===== config.mk =====
export PLATFORM = sky130hd
export DESIGN_NAME = sfr_fault_core
export DESIGN_NICKNAME = d
export VERILOG_FILES = /design/src/verilog/sfr_fault_core.v /design/src/verilog/sfr_sync.v /design/src/verilog/sfr_trip_level.v
export VERILOG_INCLUDE_DIRS = /design/src /design/src/inc
export SDC_FILE = /design/constraint.sdc
export NUM_CORES = 1
export LEC_CHECK = 0
export ABC_AREA = 1
export BUFFER_PORTS_ARGS = -buffer_cell sky130_fd_sc_hd__buf_4
export CORE_ASPECT_RATIO = 0.7
export CORE_MARGIN = 3
export CORE_UTILIZATION = 49
export CTS_CLUSTER_SIZE = 20
export DETAILED_ROUTE_END_ITERATION = 6
export PLACE_DENSITY = 0.83
export SYNTH_ARGS = -nofsm -noshare
export SYNTH_HDL_FRONTEND = slang
export SYNTH_SLANG_ARGS = --single-unit

===== constraint.sdc =====
create_clock -name i_core_clk -period 4.2 [get_ports i_core_clk]
set_input_delay 0.42 -clock i_core_clk [delete_from_list [all_inputs] [get_ports i_core_clk]]
set_output_delay 0.42 -clock i_core_clk [all_outputs]
set_load 0.05 [all_outputs]

===== src/inc/sfr_regs.vh =====
`ifndef SFR_REGS_VH
`define SFR_REGS_VH

// Steady-state fast-trip multiplier codes, field position in setup word
`define SFR_MULT_LSB        11
`define SFR_MULT_MSB        12
`define SFR_MULT_1P50       2'h0
`define SFR_MULT_2P00       2'h1
`define SFR_MULT_1P75       2'h2
`define SFR_MULT_2P25       2'h3
`define SFR_MULT_RESET      2'h1
// Multiplier expressed in quarters (x4)
`define SFR_Q_1P50          4'h6
`define SFR_Q_2P00          4'h8
`define SFR_Q_1P75          4'h7
`define SFR_Q_2P25          4'h9
// Setup word bit positions
`define SFR_RETRY_BIT       0
`define SFR_TRAN_DIS_BIT    1
// Timing
`define SFR_CLK_MHZ         100
`define SFR_DEGLITCH_US     30
`define SFR_DEGLITCH_CYC    (`SFR_DEGLITCH_US * `SFR_CLK_MHZ)
// Status byte bits
`define SFR_SB_NONE         0
`define SFR_SB_TEMP         2
`define SFR_SB_FET_OFF      6
// Status word upper byte bits
`define SFR_SW_NONE         0
`define SFR_SW_POWER_NOT_GOOD_FLAG       3
`define SFR_SW_MFR          4
`define SFR_SW_OUT          7
// Status out bit
`define SFR_SO_UV_WARN      5
// Status temp bit
`define SFR_ST_OVERTEMP_FAULT_FLAG       7
// Vendor status one bit
`define SFR_V1_SOA          0
// Vendor status two bits
`define SFR_V2_SHORT_FAULT_FLAG       0
`define SFR_V2_TRAN         1
`define SFR_V2_SINGLE_POINT_FAIL_FLAG       2
`define SFR_V2_POWER_NOT_GOOD_FLAG       3
// Alert mask bits (1 = masked)
`define SFR_AM_POWER_NOT_GOOD_FLAG       0
`define SFR_AM_OUT          1
`define SFR_AM_MFR          2
`define SFR_AM_TEMP         3
// Fault pin mask bits (1 = enabled)
`define SFR_FM_SC           0
`define SFR_FM_SOA          1
`define SFR_FM_TEMP         2
`define SFR_FM_SPF          3

`endif


===== src/verilog/sfr_fault_core.v =====
`timescale 1ns/10ps
`include "sfr_regs.vh"
// Notes on behaviour
// - Default trip: 2x breaker, 1.5x inrush
// - Setup bits 12:11 pick steady multiplier
// - Above scaled level: FET off in delay
// - Fixed higher level: FET off in delay
// - Retry-select bit chooses fast-trip response
// - Retry-select 0: latch fault, await restart
// - Latched short sets listed status flags
// - Alert if unmasked and alert pin configured
// - Power-good drops when pin configured
// - Fault pin if masked-in and configured
// - Retry-select 1: FET on after 30us
// - Persistent short: limit, thermal, latch off
// - Retry-mode fault sets thermal status flags
// - Retry fault pin needs safe-area, temp mask
// - Masked line transient sets transient flag
// - Disable bit stops transient trip masking
// - Open load-sense pin forces breaker trip
// - Backup trip, no load-sense trip: latch
// - Open limit-sense pin forces current limit
// - Backup trip, no limit-sense trip: latch
// - Restart policy: stay off or retry
module sfr_fault_core
#(
    parameter LW           = 16,
    parameter DEGLITCH_CYC = `SFR_DEGLITCH_CYC
)
(
    input  wire          i_core_clk,
    input  wire          i_rst,
    input  wire [15:0]   i_setup,
    input  wire [LW-1:0] i_breaker_level,
    input  wire [LW-1:0] i_inrush_limit_level,
    input  wire [LW-1:0] i_fixed_trip_level,
    input  wire [LW-1:0] i_load_current,
    input  wire          i_inrush,
    input  wire          i_line_transient,
    input  wire          i_load_sense_pin_open,
    input  wire          i_load_sense_trip,
    input  wire          i_startup_limit_sense_pin_open,
    input  wire          i_startup_limit_trip,
    input  wire          i_backup_trip,
    input  wire          i_thermal_shutdown,
    input  wire          i_restart,
    input  wire          i_auto_retry_en,
    input  wire          i_auto_retry_done,
    input  wire [3:0]    i_alert_mask,
    input  wire [3:0]    i_fault_pin_mask,
    input  wire          i_gpio4_is_alert,
    input  wire          i_gpio1_is_power_good,
    input  wire          i_gpio2_is_fault,
    input  wire          i_status_clear,
    output reg           o_fet_on,
    output reg           o_current_limit,
    output reg           o_breaker_trip,
    output reg  [7:0]    o_status_byte,
    output reg  [7:0]    o_status_word_hi,
    output reg  [7:0]    o_status_out,
    output reg  [7:0]    o_status_temp,
    output reg  [7:0]    o_vendor_status_one,
    output reg  [7:0]    o_vendor_status_two,
    output reg           o_alert_n,
    output reg           o_power_good_out,
    output reg           o_fault_out_n,
    output reg  [LW+3:0] o_scaled_trip_level
);
    localparam [3:0] ST_ON      = 4'h1;
    localparam [3:0] ST_DEGLIT  = 4'h2;
    localparam [3:0] ST_RETRYON = 4'h4;
    localparam [3:0] ST_LATCH   = 4'h8;
    localparam [15:0] DG_CNT    = DEGLITCH_CYC - 1;

    wire [8:0]    sy;
    wire          line_tran;
    wire          ls_open;
    wire          ls_trip;
    wire          sl_open;
    wire          sl_trip;
    wire          bkp_trip;
    wire          tsd;
    wire          restart;
    wire          retry_done;
    wire [LW+3:0] lvl;
    wire [LW+3:0] cur_x4;
    wire [LW+3:0] fixed_x4;
    wire          retry_sel;
    wire          tran_dis;
    wire          sft_hit;
    wire          fft_hit;
    wire          fast_trip;
    wire          tran_masked;
    wire          spf;
    wire          go_restart;

    reg  [3:0]    state_reg;
    reg  [3:0]    state_next;
    reg  [15:0]   cnt_reg;
    reg           mode_retry_reg;
    reg           sc_evt;
    reg           therm_evt;
    reg           spf_evt;
    reg           sc_lat_reg;
    reg           therm_lat_reg;
    reg           spf_lat_reg;

    sfr_sync #(.W(9)) u_sync
    (
        .i_core_clk (i_core_clk),
        .i_rst      (i_rst),
        .i_async    ({i_line_transient, i_load_sense_pin_open, i_load_sense_trip,
                      i_startup_limit_sense_pin_open, i_startup_limit_trip, i_backup_trip,
                      i_thermal_shutdown, i_restart, i_auto_retry_done}),
        .o_sync     (sy)
    );
    assign {line_tran, ls_open, ls_trip, sl_open, sl_trip, bkp_trip, tsd, restart, retry_done} = sy;

    sfr_trip_level #(.LW(LW)) u_lvl
    (
        .i_breaker_level      (i_breaker_level),
        .i_inrush_limit_level (i_inrush_limit_level),
        .i_mult_sel           (i_setup[`SFR_MULT_MSB:`SFR_MULT_LSB]),
        .i_inrush             (i_inrush),
        .o_scaled_trip_level  (lvl)
    );

    assign retry_sel = i_setup[`SFR_RETRY_BIT];
    assign tran_dis  = i_setup[`SFR_TRAN_DIS_BIT];
    assign cur_x4    = {i_load_current, 2'h0, 2'h0} >> 2;
    assign fixed_x4  = {i_fixed_trip_level, 2'h0, 2'h0} >> 2;
    assign sft_hit   = cur_x4 > lvl;
    assign fft_hit   = ~i_inrush & (cur_x4 > fixed_x4);
    // Line transient suppresses a trip unless the feature is disabled
    assign tran_masked = line_tran & ~tran_dis & (sft_hit | fft_hit);
    assign fast_trip   = (sft_hit | fft_hit) & ~tran_masked;
    // Backup sense fired while the primary sense stayed quiet
    assign spf = bkp_trip & ((~i_inrush & ~ls_trip) | (i_inrush & ~sl_trip));
    assign go_restart = restart | (i_auto_retry_en & retry_done);

    always @*
    begin
        state_next = state_reg;
        sc_evt     = 1'b0;
        therm_evt  = 1'b0;
        spf_evt    = 1'b0;
        case (state_reg)
            ST_ON:
            begin
                if (spf)
                begin
                    spf_evt    = 1'b1;
                    state_next = ST_LATCH;
                end
                else if (fast_trip & ~retry_sel)
                begin
                    sc_evt     = 1'b1;
                    state_next = ST_LATCH;
                end
                else if (fast_trip)
                    state_next = ST_DEGLIT;
            end
            ST_DEGLIT:
            begin
                if (spf)
                begin
                    spf_evt    = 1'b1;
                    state_next = ST_LATCH;
                end
                else if (cnt_reg == DG_CNT)
                    state_next = ST_RETRYON;
            end
            ST_RETRYON:
            begin
                if (spf)
                begin
                    spf_evt    = 1'b1;
                    state_next = ST_LATCH;
                end
                else if (tsd)
                begin
                    therm_evt  = 1'b1;
                    state_next = ST_LATCH;
                end
                else if (~(sft_hit | fft_hit))
                    state_next = ST_ON;
            end
            ST_LATCH:
            begin
                if (go_restart)
                    state_next = ST_ON;
            end
            default: state_next = ST_ON;
        endcase
    end

    always @(posedge i_core_clk)
    begin
        if (i_rst)
        begin
            state_reg      <= ST_ON;
            cnt_reg        <= 16'h0000;
            mode_retry_reg <= 1'b0;
            sc_lat_reg     <= 1'b0;
            therm_lat_reg  <= 1'b0;
            spf_lat_reg    <= 1'b0;
        end
        else
        begin
            state_reg <= state_next;
            cnt_reg   <= (state_reg == ST_DEGLIT) ? cnt_reg + 16'h0001 : 16'h0000;
            if (sc_evt | therm_evt | spf_evt)
                mode_retry_reg <= therm_evt;
            // Set wins over a clear in the same cycle
            sc_lat_reg    <= sc_evt | (sc_lat_reg & ~i_status_clear);
            therm_lat_reg <= therm_evt | (therm_lat_reg & ~i_status_clear);
            spf_lat_reg   <= spf_evt | (spf_lat_reg & ~i_status_clear);
        end
    end

    always @(posedge i_core_clk)
    begin
        if (i_rst)
        begin
            o_fet_on            <= 1'b1;
            o_current_limit     <= 1'b0;
            o_breaker_trip      <= 1'b0;
            o_status_byte       <= 8'h00;
            o_status_word_hi    <= 8'h00;
            o_status_out        <= 8'h00;
            o_status_temp       <= 8'h00;
            o_vendor_status_one <= 8'h00;
            o_vendor_status_two <= 8'h00;
            o_alert_n           <= 1'b1;
            o_power_good_out    <= 1'b0;
            o_fault_out_n       <= 1'b1;
            o_scaled_trip_level <= {(LW+4){1'b0}};
        end
        else
        begin
            o_scaled_trip_level <= lvl;
            o_fet_on        <= (state_next == ST_ON) | (state_next == ST_RETRYON);
            o_current_limit <= (state_next == ST_RETRYON) | sl_open;
            o_breaker_trip  <= ls_open;
            if (sc_evt)
            begin
                o_status_byte[`SFR_SB_FET_OFF]       <= 1'b1;
                o_status_byte[`SFR_SB_NONE]          <= 1'b1;
                o_status_word_hi[`SFR_SW_OUT]        <= 1'b1;
                o_status_word_hi[`SFR_SW_POWER_NOT_GOOD_FLAG]     <= 1'b1;
                o_status_word_hi[`SFR_SW_NONE]       <= 1'b1;
                o_status_out[`SFR_SO_UV_WARN]        <= 1'b1;
                o_vendor_status_two[`SFR_V2_POWER_NOT_GOOD_FLAG]  <= 1'b1;
                o_vendor_status_two[`SFR_V2_SHORT_FAULT_FLAG]  <= 1'b1;
            end
            else if (therm_evt)
            begin
                o_status_byte[`SFR_SB_FET_OFF]       <= 1'b1;
                o_status_byte[`SFR_SB_TEMP]          <= 1'b1;
                o_status_byte[`SFR_SB_NONE]          <= 1'b1;
                o_status_word_hi[`SFR_SW_OUT]        <= 1'b1;
                o_status_word_hi[`SFR_SW_MFR]        <= 1'b1;
                o_status_word_hi[`SFR_SW_POWER_NOT_GOOD_FLAG]     <= 1'b1;
                o_status_word_hi[`SFR_SW_NONE]       <= 1'b1;
                o_status_out[`SFR_SO_UV_WARN]        <= 1'b1;
                o_status_temp[`SFR_ST_OVERTEMP_FAULT_FLAG]        <= 1'b1;
                o_vendor_status_one[`SFR_V1_SOA]     <= 1'b1;
                o_vendor_status_two[`SFR_V2_POWER_NOT_GOOD_FLAG]  <= 1'b1;
            end
            else if (i_status_clear)
            begin
                o_status_byte       <= 8'h00;
                o_status_word_hi    <= 8'h00;
                o_status_out        <= 8'h00;
                o_status_temp       <= 8'h00;
                o_vendor_status_one <= 8'h00;
                o_vendor_status_two <= 8'h00;
            end
            if (spf_evt)
                o_vendor_status_two[`SFR_V2_SINGLE_POINT_FAIL_FLAG] <= 1'b1;
            if (tran_masked)
                o_vendor_status_two[`SFR_V2_TRAN] <= 1'b1;
            // Alert: latched short needs power-not-good and output unmasked
            o_alert_n <= ~(i_gpio4_is_alert & (spf_lat_reg
                | (sc_lat_reg & ~i_alert_mask[`SFR_AM_POWER_NOT_GOOD_FLAG] & ~i_alert_mask[`SFR_AM_OUT])
                | (therm_lat_reg & ~i_alert_mask[`SFR_AM_POWER_NOT_GOOD_FLAG] & ~i_alert_mask[`SFR_AM_OUT]
                   & ~i_alert_mask[`SFR_AM_MFR] & ~i_alert_mask[`SFR_AM_TEMP])));
            o_power_good_out <= i_gpio1_is_power_good & (state_reg == ST_ON)
                & ~sc_lat_reg & ~therm_lat_reg;
            o_fault_out_n <= ~(i_gpio2_is_fault & (spf_lat_reg
                | (sc_lat_reg & i_fault_pin_mask[`SFR_FM_SC])
                | (therm_lat_reg & i_fault_pin_mask[`SFR_FM_SOA] & i_fault_pin_mask[`SFR_FM_TEMP])));
        end
    end
endmodule


===== src/verilog/sfr_sync.v =====
`timescale 1ns/10ps
module sfr_sync
#(
    parameter W = 1
)
(
    input  wire         i_core_clk,
    input  wire         i_rst,
    input  wire [W-1:0] i_async,
    output wire [W-1:0] o_sync
);
    genvar g;
    generate
        for (g = 0; g < W; g = g + 1)
        begin : g_bit
            reg meta_reg;
            reg sync_reg;
            always @(posedge i_core_clk)
            begin
                if (i_rst)
                begin
                    meta_reg <= 1'b0;
                    sync_reg <= 1'b0;
                end
                else
                begin
                    meta_reg <= i_async[g];
                    sync_reg <= meta_reg;
                end
            end
            assign o_sync[g] = sync_reg;
        end
    endgenerate
endmodule


===== src/verilog/sfr_trip_level.v =====
`timescale 1ns/10ps
`include "sfr_regs.vh"
module sfr_trip_level
#(
    parameter LW = 16
)
(
    input  wire [LW-1:0] i_breaker_level,
    input  wire [LW-1:0] i_inrush_limit_level,
    input  wire [1:0]    i_mult_sel,
    input  wire          i_inrush,
    output wire [LW+3:0] o_scaled_trip_level
);
    reg  [3:0]    quarters;
    wire [LW+3:0] ss_level;
    wire [LW+3:0] in_level;

    always @*
    begin
        case (i_mult_sel)
            `SFR_MULT_1P50: quarters = `SFR_Q_1P50;
            `SFR_MULT_2P00: quarters = `SFR_Q_2P00;
            `SFR_MULT_1P75: quarters = `SFR_Q_1P75;
            default:        quarters = `SFR_Q_2P25;
        endcase
    end

    // Levels scaled by four; comparisons scale current the same way
    assign ss_level = {4'h0, i_breaker_level} * {{LW{1'b0}}, quarters};
    assign in_level = {4'h0, i_inrush_limit_level} * {{LW{1'b0}}, `SFR_Q_1P50};
    assign o_scaled_trip_level = i_inrush ? in_level : ss_level;
endmodule


After elaboration in Yosys (flattened, before gate mapping)
Index checks and enable logic that the tools add are counted.
Widths: inputs -> output; s select.

storage, ports and cells
  flip-flop bits (word level) = 81
  logic and storage cells = 175

cells by class
  $add $sub $neg = 1
  multiply operators = 2
  order comparisons = 2
  equal/unequal tests = 14
  muxes and demuxes = 48
  bitwise operators = 55
  reduce and logical (&&, ||, !) cells = 12

operators with widths
  cell                   count
  $mux 4                 10
  $mux 1                 28
  $and 1x1->1            26
  $gt 18x20->1           1
  $mul 16x4->20          1
  $mux 20                1
  $gt 18x18->1           1
  $mul 16x2->18 const B  1
  $not 1->1              17
  $add 16x1->16 const B  1
  $eq 16x12->1 const B   1
  $mux 8                 2
  $pmux 4 s4             1
  $or 1x1->1             12
  $pmux 4 s3             1
  $eq 4x1->1 const B     2
  $eq 4x3->1 const B     2
  $reduce_bool 2->1      4
  $mux 7                 1
  $mux 6                 1
  $ne 2x2->1 const B     3
  $reduce_and 3->1       2
  $eq 4x2->1 const B     1
  $eq 4x4->1 const B     1
  10 further kinds       13

Longest topological paths before layout
Gate-level depths: netlist of the first run.

  depth in word-level cells = 15
  depth in mapped cells = 35
  mapped depth without buffers = 33

Hierarchy
Synthesis of the first run repeated with hierarchy kept, for this count alone.

second synthesis, totals
  cells, all modules = 1133
  area total of the unflattened synthesis = 7228.2 sq um

by module, submodules not included
  module          instances  cells an instance  area each (sq um)  sequential area each (sq um)
  sfr_trip_level  1          619                3323.2             0.0
  sfr_fault_core  1          449                3315.7             1081.0
  sfr_sync        1          65                 589.3              360.3

Least setup slack after synthesis of the first run
OpenSTA, ideal clock, no wires.

  path kind = input to register
  from = input i_setup[11]
  to = register o_vendor_status_two[1]
  library setup time = 0.116 ns
  arrival time = 4.463 ns
  data required time = 4.084 ns
  path slack = -0.379 ns
  stages = 31
  path through = clkbuf_1 -> clkbuf_1 -> nor2_1 -> ha_1 -> fa_1 -> inv_1 -> fa_1 -> inv_1 -> nand3_1 -> nand2_2 -> nand2_2 -> a21oi_1 -> nor2_1 -> inv_1 -> a21oi_1 -> nand2_1 -> nand2_1 -> o21ai_0 -> inv_1 -> ha_1 -> nand2_1 -> inv_1 -> nand3_1 -> nor4_1 -> a21oi_2 -> nand3_2 -> nand2_4 -> nand4_4 -> nand3_2 -> nand3_1 -> nand2_1

on the way
  word-level cells in the longest chain between the ends = 15
  elaborated cells on any way between the ends = 20
  classes of those cells = mul: 1; order compare: 1; eq/ne: 4; mux: 6; bitwise: 5; reduce/logical: 3

RTL lines
  element                                   line                                        RTL
  start: declaration                        sfr_fault_core.v:33                         input wire [15:0] i_setup,
  $eq 2x2->1, or another cell as far along  sfr_trip_level.v:20                         case (i_mult_sel)
  $pmux 4 s3 (*)                            sfr_trip_level.v:20
  $mul 16x4->20 (*)                         sfr_trip_level.v:29                         assign ss_level = {4'h0, i_breaker_level} * {{LW{1'b0}}, quarters};
  $mux 20 (*)                               sfr_trip_level.v:31                         assign o_scaled_trip_level = i_inrush ? in_level : ss_level;
  $gt 18x20->1 (*)                          sfr_fault_core.v:132                        assign sft_hit = cur_x4 > lvl;
  $or 1x1->1 (*)                            sfr_fault_core.v:135, sfr_fault_core.v:136
  $and 1x1->1                               sfr_fault_core.v:135                        assign tran_masked = line_tran & ~tran_dis & (sft_hit | fft_hit);
  $not 1->1                                 sfr_fault_core.v:136                        assign fast_trip = (sft_hit | fft_hit) & ~tran_masked;
  $and 1x1->1                               sfr_fault_core.v:136
  $and 1x1->1                               sfr_fault_core.v:155                        else if (fast_trip & ~retry_sel)
  $mux 1                                    sfr_fault_core.v:155
  $mux 1                                    sfr_fault_core.v:150                        if (spf)
  $mux 1                                    sfr_fault_core.v:147                        case (state_reg)
  $ne 2x2->1 (no source line)               n/a
  $reduce_and 3->1 (no source line)         n/a
  end signal: assignment                    sfr_fault_core.v:233                        o_vendor_status_two <= 8'h00;
  end signal: indexed assignment            sfr_fault_core.v:253                        o_vendor_status_two[`SFR_V2_POWER_NOT_GOOD_FLAG] <= 1'b1;
  end signal: indexed assignment            sfr_fault_core.v:254                        o_vendor_status_two[`SFR_V2_SHORT_FAULT_FLAG] <= 1'b1;
  end: declaration                          sfr_fault_core.v:63                         output reg [7:0] o_vendor_status_two,

Every way passes the cells marked *; elsewhere a longest branch is shown, timed or not.
A chain may end at the register's enable or synchronous reset.

Worst setup path after layout of the first run
  from = input i_breaker_level[1]
  to = register o_status_byte[0]

on the way
  word-level cells in the longest chain between the ends = 12
  elaborated cells on any way between the ends = 13
  classes of those cells = mul: 1; order compare: 1; mux: 5; bitwise: 5; reduce/logical: 1

RTL lines
  element                                                              line                                        RTL
  start: declaration                                                   sfr_fault_core.v:34                         input wire [LW-1:0] i_breaker_level,
  $mul 16x4->20 (*)                                                    sfr_trip_level.v:29
  $mux 20 (*)                                                          sfr_trip_level.v:31
  $gt 18x20->1 (*)                                                     sfr_fault_core.v:132
  $or 1x1->1 (*)                                                       sfr_fault_core.v:135, sfr_fault_core.v:136
  $and 1x1->1                                                          sfr_fault_core.v:135
  $not 1->1                                                            sfr_fault_core.v:136
  $and 1x1->1 (*)                                                      sfr_fault_core.v:136
  $and 1x1->1 (*)                                                      sfr_fault_core.v:155
  $mux 1 (*)                                                           sfr_fault_core.v:155
  $mux 1 (*)                                                           sfr_fault_core.v:150
  $mux 1 (*)                                                           sfr_fault_core.v:147
  $reduce_bool 3->1 (no source line) / $mux 1 (equally long branches)  n/a
  end signal: assignment                                               sfr_fault_core.v:228                        o_status_byte <= 8'h00;
  end signal: indexed assignment                                       sfr_fault_core.v:247                        o_status_byte[`SFR_SB_FET_OFF] <= 1'b1;
  end signal: indexed assignment                                       sfr_fault_core.v:248                        o_status_byte[`SFR_SB_NONE] <= 1'b1;
  end: declaration                                                     sfr_fault_core.v:58                         output reg [7:0] o_status_byte,

Marked as above.

==> flow_summary.ini, run 1 <==
[placed_design]
routabilityCongestion = 0.9182
place_area_mm2 = 0.007929
io_buffer_count = 131
dp_hpwl_um = 13610
preCtsSetupSlack_ns = -0.4918

[synthesis]
synth_most_common_cell = inv_1
synth_area_leaders = dfxtp_1 (22%), ha_1 (17%), inv_1 (11%)
synth.cells.most_frequent = inv_1 (190), nand2_1 (164), nor2_1 (102), ha_1 (88), dfxtp_1 (72)
synth_compound_area_share_pct = 12.74
yosysTopAreaCell = dfxtp_1
synth_flop_cell = dfxtp_1
synth_cells = 945
synth_fa_ha_area_share_pct = 21.78
synth_top_area_share_pct = 22.40
yosysWarnings = 0
synth_cell_type_count = 44
synthSimpleGateAreaFrac_pct = 23.94
synth-edff-count = 0
ys_ff_latch = 72
muxShareOfSynthArea_pct = 0.3305
synth_top_family_by_area = simple AND/OR/NAND/NOR gates
synthXorXnorAreaFrac_pct = 1.497
syn_avg_cell_area_um2 = 6.809
synth_area_mm2 = 0.006435
yosysSeqAreaShare_pct = 22.40
async_flop_share_pct = 0

[setup_path]
path_class = input port to register
slowest_delay_ns = 0.50
cpMaxStageDelayCell = fa_1
required_ns = 4.46
cp_num_buf_inv = 6
critPathMostFrequentCell = nand2_2
crit_family = simple AND/OR/NAND/NOR gates
crit_fanout = 6
critical_path.startpoint_type = input port
crit_path_end_kind = register
arrival_ns = 4.45

[global_routing]
grt_pass1_vias = 5936
grt_pass1_wl_um = 27430
use_met1_pct = 32.10
grt-busiest-layer = met2
grt_max_degree = 51
grt_use_met2_pct = 37.16
grt_overflow = 0
antenna_found_initial = 0
grt.total_usage_pct = 23.16
use_met3_pct = 4.958

[cts]
clkLatencyLatePin_ns = 0.33
h-tree-depth = 3
cts_tree = yes
cts_root_buf = clkbuf_16
clk_path_buf_depth = 2
cts.sinks = 72
postCtsHoldBufs = 0
cts_buffers = 9
path_clk_slew_ns = 0.05

[floorplan]
coreArea_mm2 = 0.01263
row_count = 34
start_util_pct = 50.93
die_y_um = 101.9
die_area_mm2 = 0.01457
io_pins = 179
die_width_um = 143.0

[timing]
relSlewSlack_pct = 58.50
setup-tns-final_ns = 0
tightest_slew_ns = 0.6159
setup_viol = 0
finalCritPeriodShare_pct = 99.82
period_needed_ns = 4.192
slew_viol_final = 0
final_hold_viol_count = 0
fin_skew_ns = 0.004690
timing.final.ws_setup_ns = 0.007504
max_freq_ghz = 0.2385
hold_slack_ns = 0.2830
rsz0062_at_grt = true

[route]
wirelength_um = 18300
drt_iter0_markers = 347
wire_per_inst_um = 14.05
dr.pass1.iters = 6
route.vias.total = 6597
ant_nets = 0
avgViaCountPerCell = 5.063
drc = 0

[finish]
area_growth_pct = 38.56
largest_reg_flops = 20
design_area_mm2 = 0.008916
utilization_pct = 70.57
n_antenna_cell = 0
layout-drive-gt1-share_pct = 30.24
fin_nets = 1344

[power]
peakVddDrop_uv = 247.1
switching_share_pct = 37.91
leakage_nw = 4.661
clock_power_share_pct = 27.6
p_int_w = 0.002006
p_per_area_mw_per_mm2 = 362.3
switching_power_w = 0.001225
seq_power_share_pct = 23.6
p_comb_share_pct = 48.8

[worst_hold_path]
hold_class = input port to register

[run_status]
status = finished, final reports clean

[job]
drv_cap = 0
-- cell usage in the layout (no fill, tap or decap), drive strengths merged, types with 34 or more instances in the layout --
master  instances
ha             88
conb           34
a21oi          70
inv           192
o21ai          51
nor2          107
nand3          44
nand2         176
buf           205
dfxtp          72
-- logic make-up after synthesis --
kind of cell / count (synthesis)
compound gates: 147
xor+xnor: 11
fa+ha+maj: 103
buf+inv: 253
flops: 72
mux: 2
other cells: 1
simple gates: 356
-- power by group through the flow --
stage                     registers (W)  clock network (W)  logic (W)
final                          0.000762           0.000891    0.00158
after global placement         0.000774                  0    0.00128
after floorplan                0.000887                  0   0.000776
after detailed placement       0.000775                  0    0.00132
after CTS                      0.000762           0.000899    0.00139
after global routing           0.000766           0.000929    0.00171
-- worst reg2reg max path: cells and delay by family, from the launching register on --
| kind | cells | cell delay (ns) |
|---|---|---|
| AOI/OAI and AO/OA | 1 | 0.32 |
| and+or+nand+nor | 3 | 0.88 |
| buffers and inverters | 3 | 0.47 |
| DFF | 1 | 0.31 |
-- final timing paths --
| check | start | endpoint | slack (ns) | depth (start not counted) |
|---|---|---|---|---|
| worst min-delay path | i_gpio2_is_fault | o_fault_out_n | 0.28 | 2 |
| worst max register to register | state_reg[2] | cnt_reg[9] | 2.11 | 7 |
| worst min register to register | u_sync.g_bit[5].meta_reg | u_sync.g_bit[5].sync_reg | 0.40 | 2 |
| worst max-delay path | i_breaker_level[1] | o_status_byte[0] | 0.008 | 31 |
-- layer usage --
metal | vias to the layer above | share of wire (%)
met5 | - | 0
met4 | 0 | 1.6
met3 | 25 | 7.6
met2 | 253 | 46
met1 | 3031 | 45
li1 | 3288 | -
-- area by class of cell --
class / count / area (um^2)
timing repair buffer: 207 / 1667
inverter: 193 / 726.9
sequential: 72 / 1441
multi-input combinational: 653 / 4523
clock buffer: 11 / 252.7
clock inverter: 5 / 102.6
fill: 905 / 3719
tap: 162 / 202.7
-- repair_timing --
item | 4_1_cts | 5_1_grt
endpoints found under the setup margin | 12 | 12
cloned | 1 | 2
pin swaps | 19 | 59
setup buffers | 3 | 9
resized for setup | 38 | 94
-- metrics by stage --
stage	total power, W	std cells
floorplan	0.001663	978
global placement	0.002059	1272
detailed placement	0.002096	1272
CTS	0.003051	1292
global route	0.003409	1303
finish	0.003230	1303
Power figures use the tool's default switching activity.
==> run 2: changes to the inputs <==
Settings changed: CTS_BUF_LIST set to sky130_fd_sc_hd__clkbuf_16.
==> flow_summary.ini, run 2 (synthesized netlist as in run 1, its figures left out) <==
[timing]
tightest_slew_ns = 0.5731
finalCritPeriodShare_pct = 99.02
timing.final.ws_setup_ns = 0.04108
setup_viol = 0
final_hold_viol_count = 0
relSlewSlack_pct = 61.39
fin_skew_ns = 0.004386
period_needed_ns = 4.159
rsz0062_at_grt = true
setup-tns-final_ns = 0
max_freq_ghz = 0.2404
slew_viol_final = 0

[finish]
area_growth_pct = 36.81
final_cell_mix = buf_4 (190), inv_1 (172), nand2_1 (152)
fillers = 932
largest_reg_flops = 20
n_antenna_cell = 0
layout-drive-gt1-share_pct = 29.14
regArea_mm2 = 0.001441
fin_nets = 1339
multi_input_area_mm2 = 0.004468
final_common_cell = buf_4
final_cells = 1298

[placed_design]
preCtsSetupSlack_ns = -0.4918
dp.cells = 1272
io_buffer_count = 131
dp_hpwl_um = 13610
routabilityCongestion = 0.9182

[setup_path]
cpMaxStageDelayCell = fa_1
required_ns = 4.43
critical_path.startpoint_type = input port
critPathMostFrequentCell = nand2_1
crit_fanout = 9
crit_path_end_kind = register
arrival_ns = 4.39
path_class = input port to register
slowest_delay_ns = 0.52

[power]
power.total_w = 0.003142
clock_power_share_pct = 27.1
seq_power_share_pct = 24.3
p_comb_share_pct = 48.6
switching_share_pct = 38.12
p_int_w = 0.001944
peakVddDrop_uv = 232.4
leakage_nw = 4.610
p_per_area_mw_per_mm2 = 356.9
switching_power_w = 0.001198

[global_routing]
grt_max_degree = 51
grt.total_usage_pct = 22.41
grt_overflow = 0
grt_pass1_vias = 5790
grt_pass1_wl_um = 26580
antenna_found_initial = 0

[cts]
h-tree-depth = 3
clkLatencyLatePin_ns = 0.34
cts_tree = yes
cts.sinks = 72
clk_path_buf_depth = 2
cts_root_buf = clkbuf_16
cts_buffers = 9
path_clk_slew_ns = 0.06

[route]
wirelength_um = 18160
dr.pass1.iters = 5
ant_nets = 0
avgViaCountPerCell = 5.082
route.vias.total = 6597
drc = 0
wire_per_inst_um = 13.99
drt_iter0_markers = 396

[floorplan]
coreArea_mm2 = 0.01263
io_pins = 179
row_count = 34
start_util_pct = 50.93
die_area_mm2 = 0.01457
die_y_um = 101.9
die_width_um = 143.0

[worst_hold_path]
hold_class = input port to register

[run_status]
status = finished, final reports clean

[job]
drv_cap = 0
## run 2: path summary, 6_finish.rpt
check,startpoint,end,slack (ns),depth (start not counted)
hold reg to reg,u_sync.g_bit[3].meta_reg,u_sync.g_bit[3].sync_reg,0.40,2
hold / removal,i_gpio2_is_fault,o_fault_out_n,0.28,2
setup reg to reg,state_reg[2],cnt_reg[9],2.10,7
setup / recovery,i_setup[11],o_vendor_status_two[2],0.04,32
## run 2: area by class of cell
class	count	area share (%)
multi-input combinational	653	50.75
clock inverter	7	1.251
clock buffer	9	2.558
inverter	193	8.286
timing repair buffer	202	18.48
tap	162	2.302
sequential	72	16.37
## run 2: metal layers
metal | vias up | global-route usage [%] | wire length (um)
met2 | 277 | 35.46 | 8072
met5 | - | 0 | 0
met4 | 0 | 5.405 | 380
met1 | 3008 | 31.13 | 8133
met3 | 32 | 5.379 | 1571
li1 | 3280 | - | -
## run 2: power by group through the flow
stage	clock, W	sequential, W	combinational (W)
floorplan	0	0.000887	0.000776
global placement	0	0.000774	0.00128
detailed placement	0	0.000775	0.00132
CTS	0.000860	0.000761	0.00134
global route	0.000892	0.000766	0.00167
finish	0.000853	0.000762	0.00153
## run 2: critical path: cells and delay by family
kind	cells	cell delay, ns
AO/OA/AOI/OAI	6	0.56
buffers and inverters	7	0.63
adder cells (fa/ha/maj)	4	1.29
AND/OR/NAND/NOR	14	1.29
XOR/XNOR	1	0.19
## run 2: per-stage QoR
step	utilization, %	area, um^2	hold slack [ns]
finish	69.68	8803	0.2824
global route	69.68	8803	0.2907
CTS	65.72	8303	0.2785
detailed placement	62.76	7929	0.3957
global placement	62.76	7929	0.3904
floorplan	-	6709	0.3883
## run 2: timing repair
item	CTS	global route
setup buffers	1	5
pin swaps	4	52
resized for setup	8	105
cloned	0	4
setup endpoints to repair	12	12
hold buffers	0	0
==> run 3: changes to the inputs <==
Settings changed: CORE_ASPECT_RATIO 0.7 to 0.8.
==> flow_summary.ini, run 3 (synthesized netlist as in run 1, its figures left out) <==
[finish]
fillers = 976
final_cell_mix = buf_4 (188), inv_1 (173), nand2_1 (145)
fin_nets = 1333
area_growth_pct = 35.04
regArea_mm2 = 0.001441
final_common_cell = buf_4
utilization_pct = 69.39
n_antenna_cell = 0
multi_input_area_mm2 = 0.004467
largest_reg_flops = 20
layout-drive-gt1-share_pct = 29.41

[placed_design]
routabilityCongestion = 0.9046
io_buffer_count = 131
dp_hpwl_um = 13000

[route]
drc = 0
ant_nets = 0
dr.pass1.iters = 5
drt_iter0_markers = 423
wirelength_um = 17590
wire_per_inst_um = 13.53
avgViaCountPerCell = 4.985
route.vias.total = 6481

[setup_path]
arrival_ns = 4.40
cpMaxStageDelayCell = fa_2
crit_path_end_kind = register
crit_fanout = 18
cp_num_buf_inv = 6
crit_family = simple AND/OR/NAND/NOR gates
slowest_delay_ns = 0.34
critical_path.startpoint_type = input port
path_class = input port to register
critPathMostFrequentCell = nand2_1
required_ns = 4.42

[power]
power.total_w = 0.003018
leakage_nw = 4.519
p_per_area_mw_per_mm2 = 347.3
peakVddDrop_uv = 243.3

[timing]
finalCritPeriodShare_pct = 99.47
setup_viol = 0
final_hold_viol_count = 0
tightest_slew_ns = 0.5473
fin_skew_ns = 0.002942
slew_viol_final = 0
period_needed_ns = 4.178
max_freq_ghz = 0.2394
rsz0062_at_grt = true
relSlewSlack_pct = 63.23

[floorplan]
io_pins = 179
die_area_mm2 = 0.01455
die_width_um = 134.1
coreArea_mm2 = 0.01252
start_util_pct = 51.39
die_y_um = 108.5
row_count = 36

[cts]
path_clk_slew_ns = 0.06
h-tree-depth = 3
cts.sinks = 72
clk_path_buf_depth = 2
cts_tree = yes
cts_buffers = 9
clkLatencyLatePin_ns = 0.33
cts_root_buf = clkbuf_16

[global_routing]
grt.total_usage_pct = 21.66
antenna_found_initial = 0
grt_overflow = 0
grt_pass1_wl_um = 26020
grt_pass1_vias = 5849
grt_max_degree = 51

[worst_hold_path]
hold_class = input port to register

[job]
drv_cap = 0

[run_status]
status = finished, final reports clean
## run 3: cell types whose count changed in the layout (fill, tap and decap cells not counted), moves of 3 or more
cell / change
a21oi_1: +4
a21oi_2: -5
nand2_1: -7
nand2_2: +10
nand2_4: -3
## run 3: worst paths after layout
kind,start,end,slack [ns],cells past startpoint
worst max-delay path,i_setup[11],o_fet_on,0.02,32
worst min-delay path,i_gpio4_is_alert,o_alert_n,0.28,2
worst max register to register,state_reg[3],cnt_reg[9],2.10,7
worst min register to register,u_sync.g_bit[8].meta_reg,u_sync.g_bit[8].sync_reg,0.40,2
## run 3: report_power, final
part / internal [W] / switching, W / total, W
registers: 0.000734 / 0.0000257 / 0.000760
clock network: 0.000453 / 0.000285 / 0.000738
logic: 0.000625 / 0.000896 / 0.00152
total: 0.00181 / 0.00121 / 0.00302
## run 3: cell type report
cell class,instances,share of cell area (%)
multi-input combinational,653,51.40
timing repair buffer,196,17.83
sequential,72,16.59
inverter,193,8.423
clock buffer,9,2.592
tap,171,2.462
clock inverter,6,0.7055
## run 3: timing repair
action / in CTS / in global routing
pin swaps: 0 / 55
gates cloned: 0 / 2
endpoints found under the setup margin: 11 / 12
resized for setup: 4 / 114
hold buffers: 0 / 0
buffers inserted: 0 / 7
## run 3: routing by layer
metal  vias up  wire length, um  GRT usage [%]
li1       3270                -              -
met1      2942             7763          28.96
met2       236             8365          36.52
met3        33             1150          3.907
met4         0              313          5.378
met5         -                0              0
## run 3: worst reg2reg max path: cells and delay by family, from the launching register on
kind,cells,cell delay [ns]
AO/OA/AOI/OAI,1,0.28
AND/OR/NAND/NOR,3,0.91
buffers and inverters,3,0.50
flip-flops,1,0.32
## run 3: through the flow
| step | TNS (ns) | instances | hold WS (ns) | worst slack (ns) | instance area, um^2 |
|---|---|---|---|---|---|
| 2_1_floorplan | 0 | 978 | 0.3883 | 0.0004627 | 6709 |
| 3_3_place_gp | -3.595 | 1276 | 0.3890 | -0.3470 | 7903 |
| 3_5_place_dp | -4.861 | 1276 | 0.3970 | -0.4785 | 7903 |
| 4_1_cts | 0 | 1291 | 0.2771 | 0.003608 | 8207 |
| 5_1_grt | -2.421 | 1300 | 0.2796 | -0.2987 | 8690 |
| 6_report | 0 | 1300 | 0.2782 | 0.02223 | 8690 |
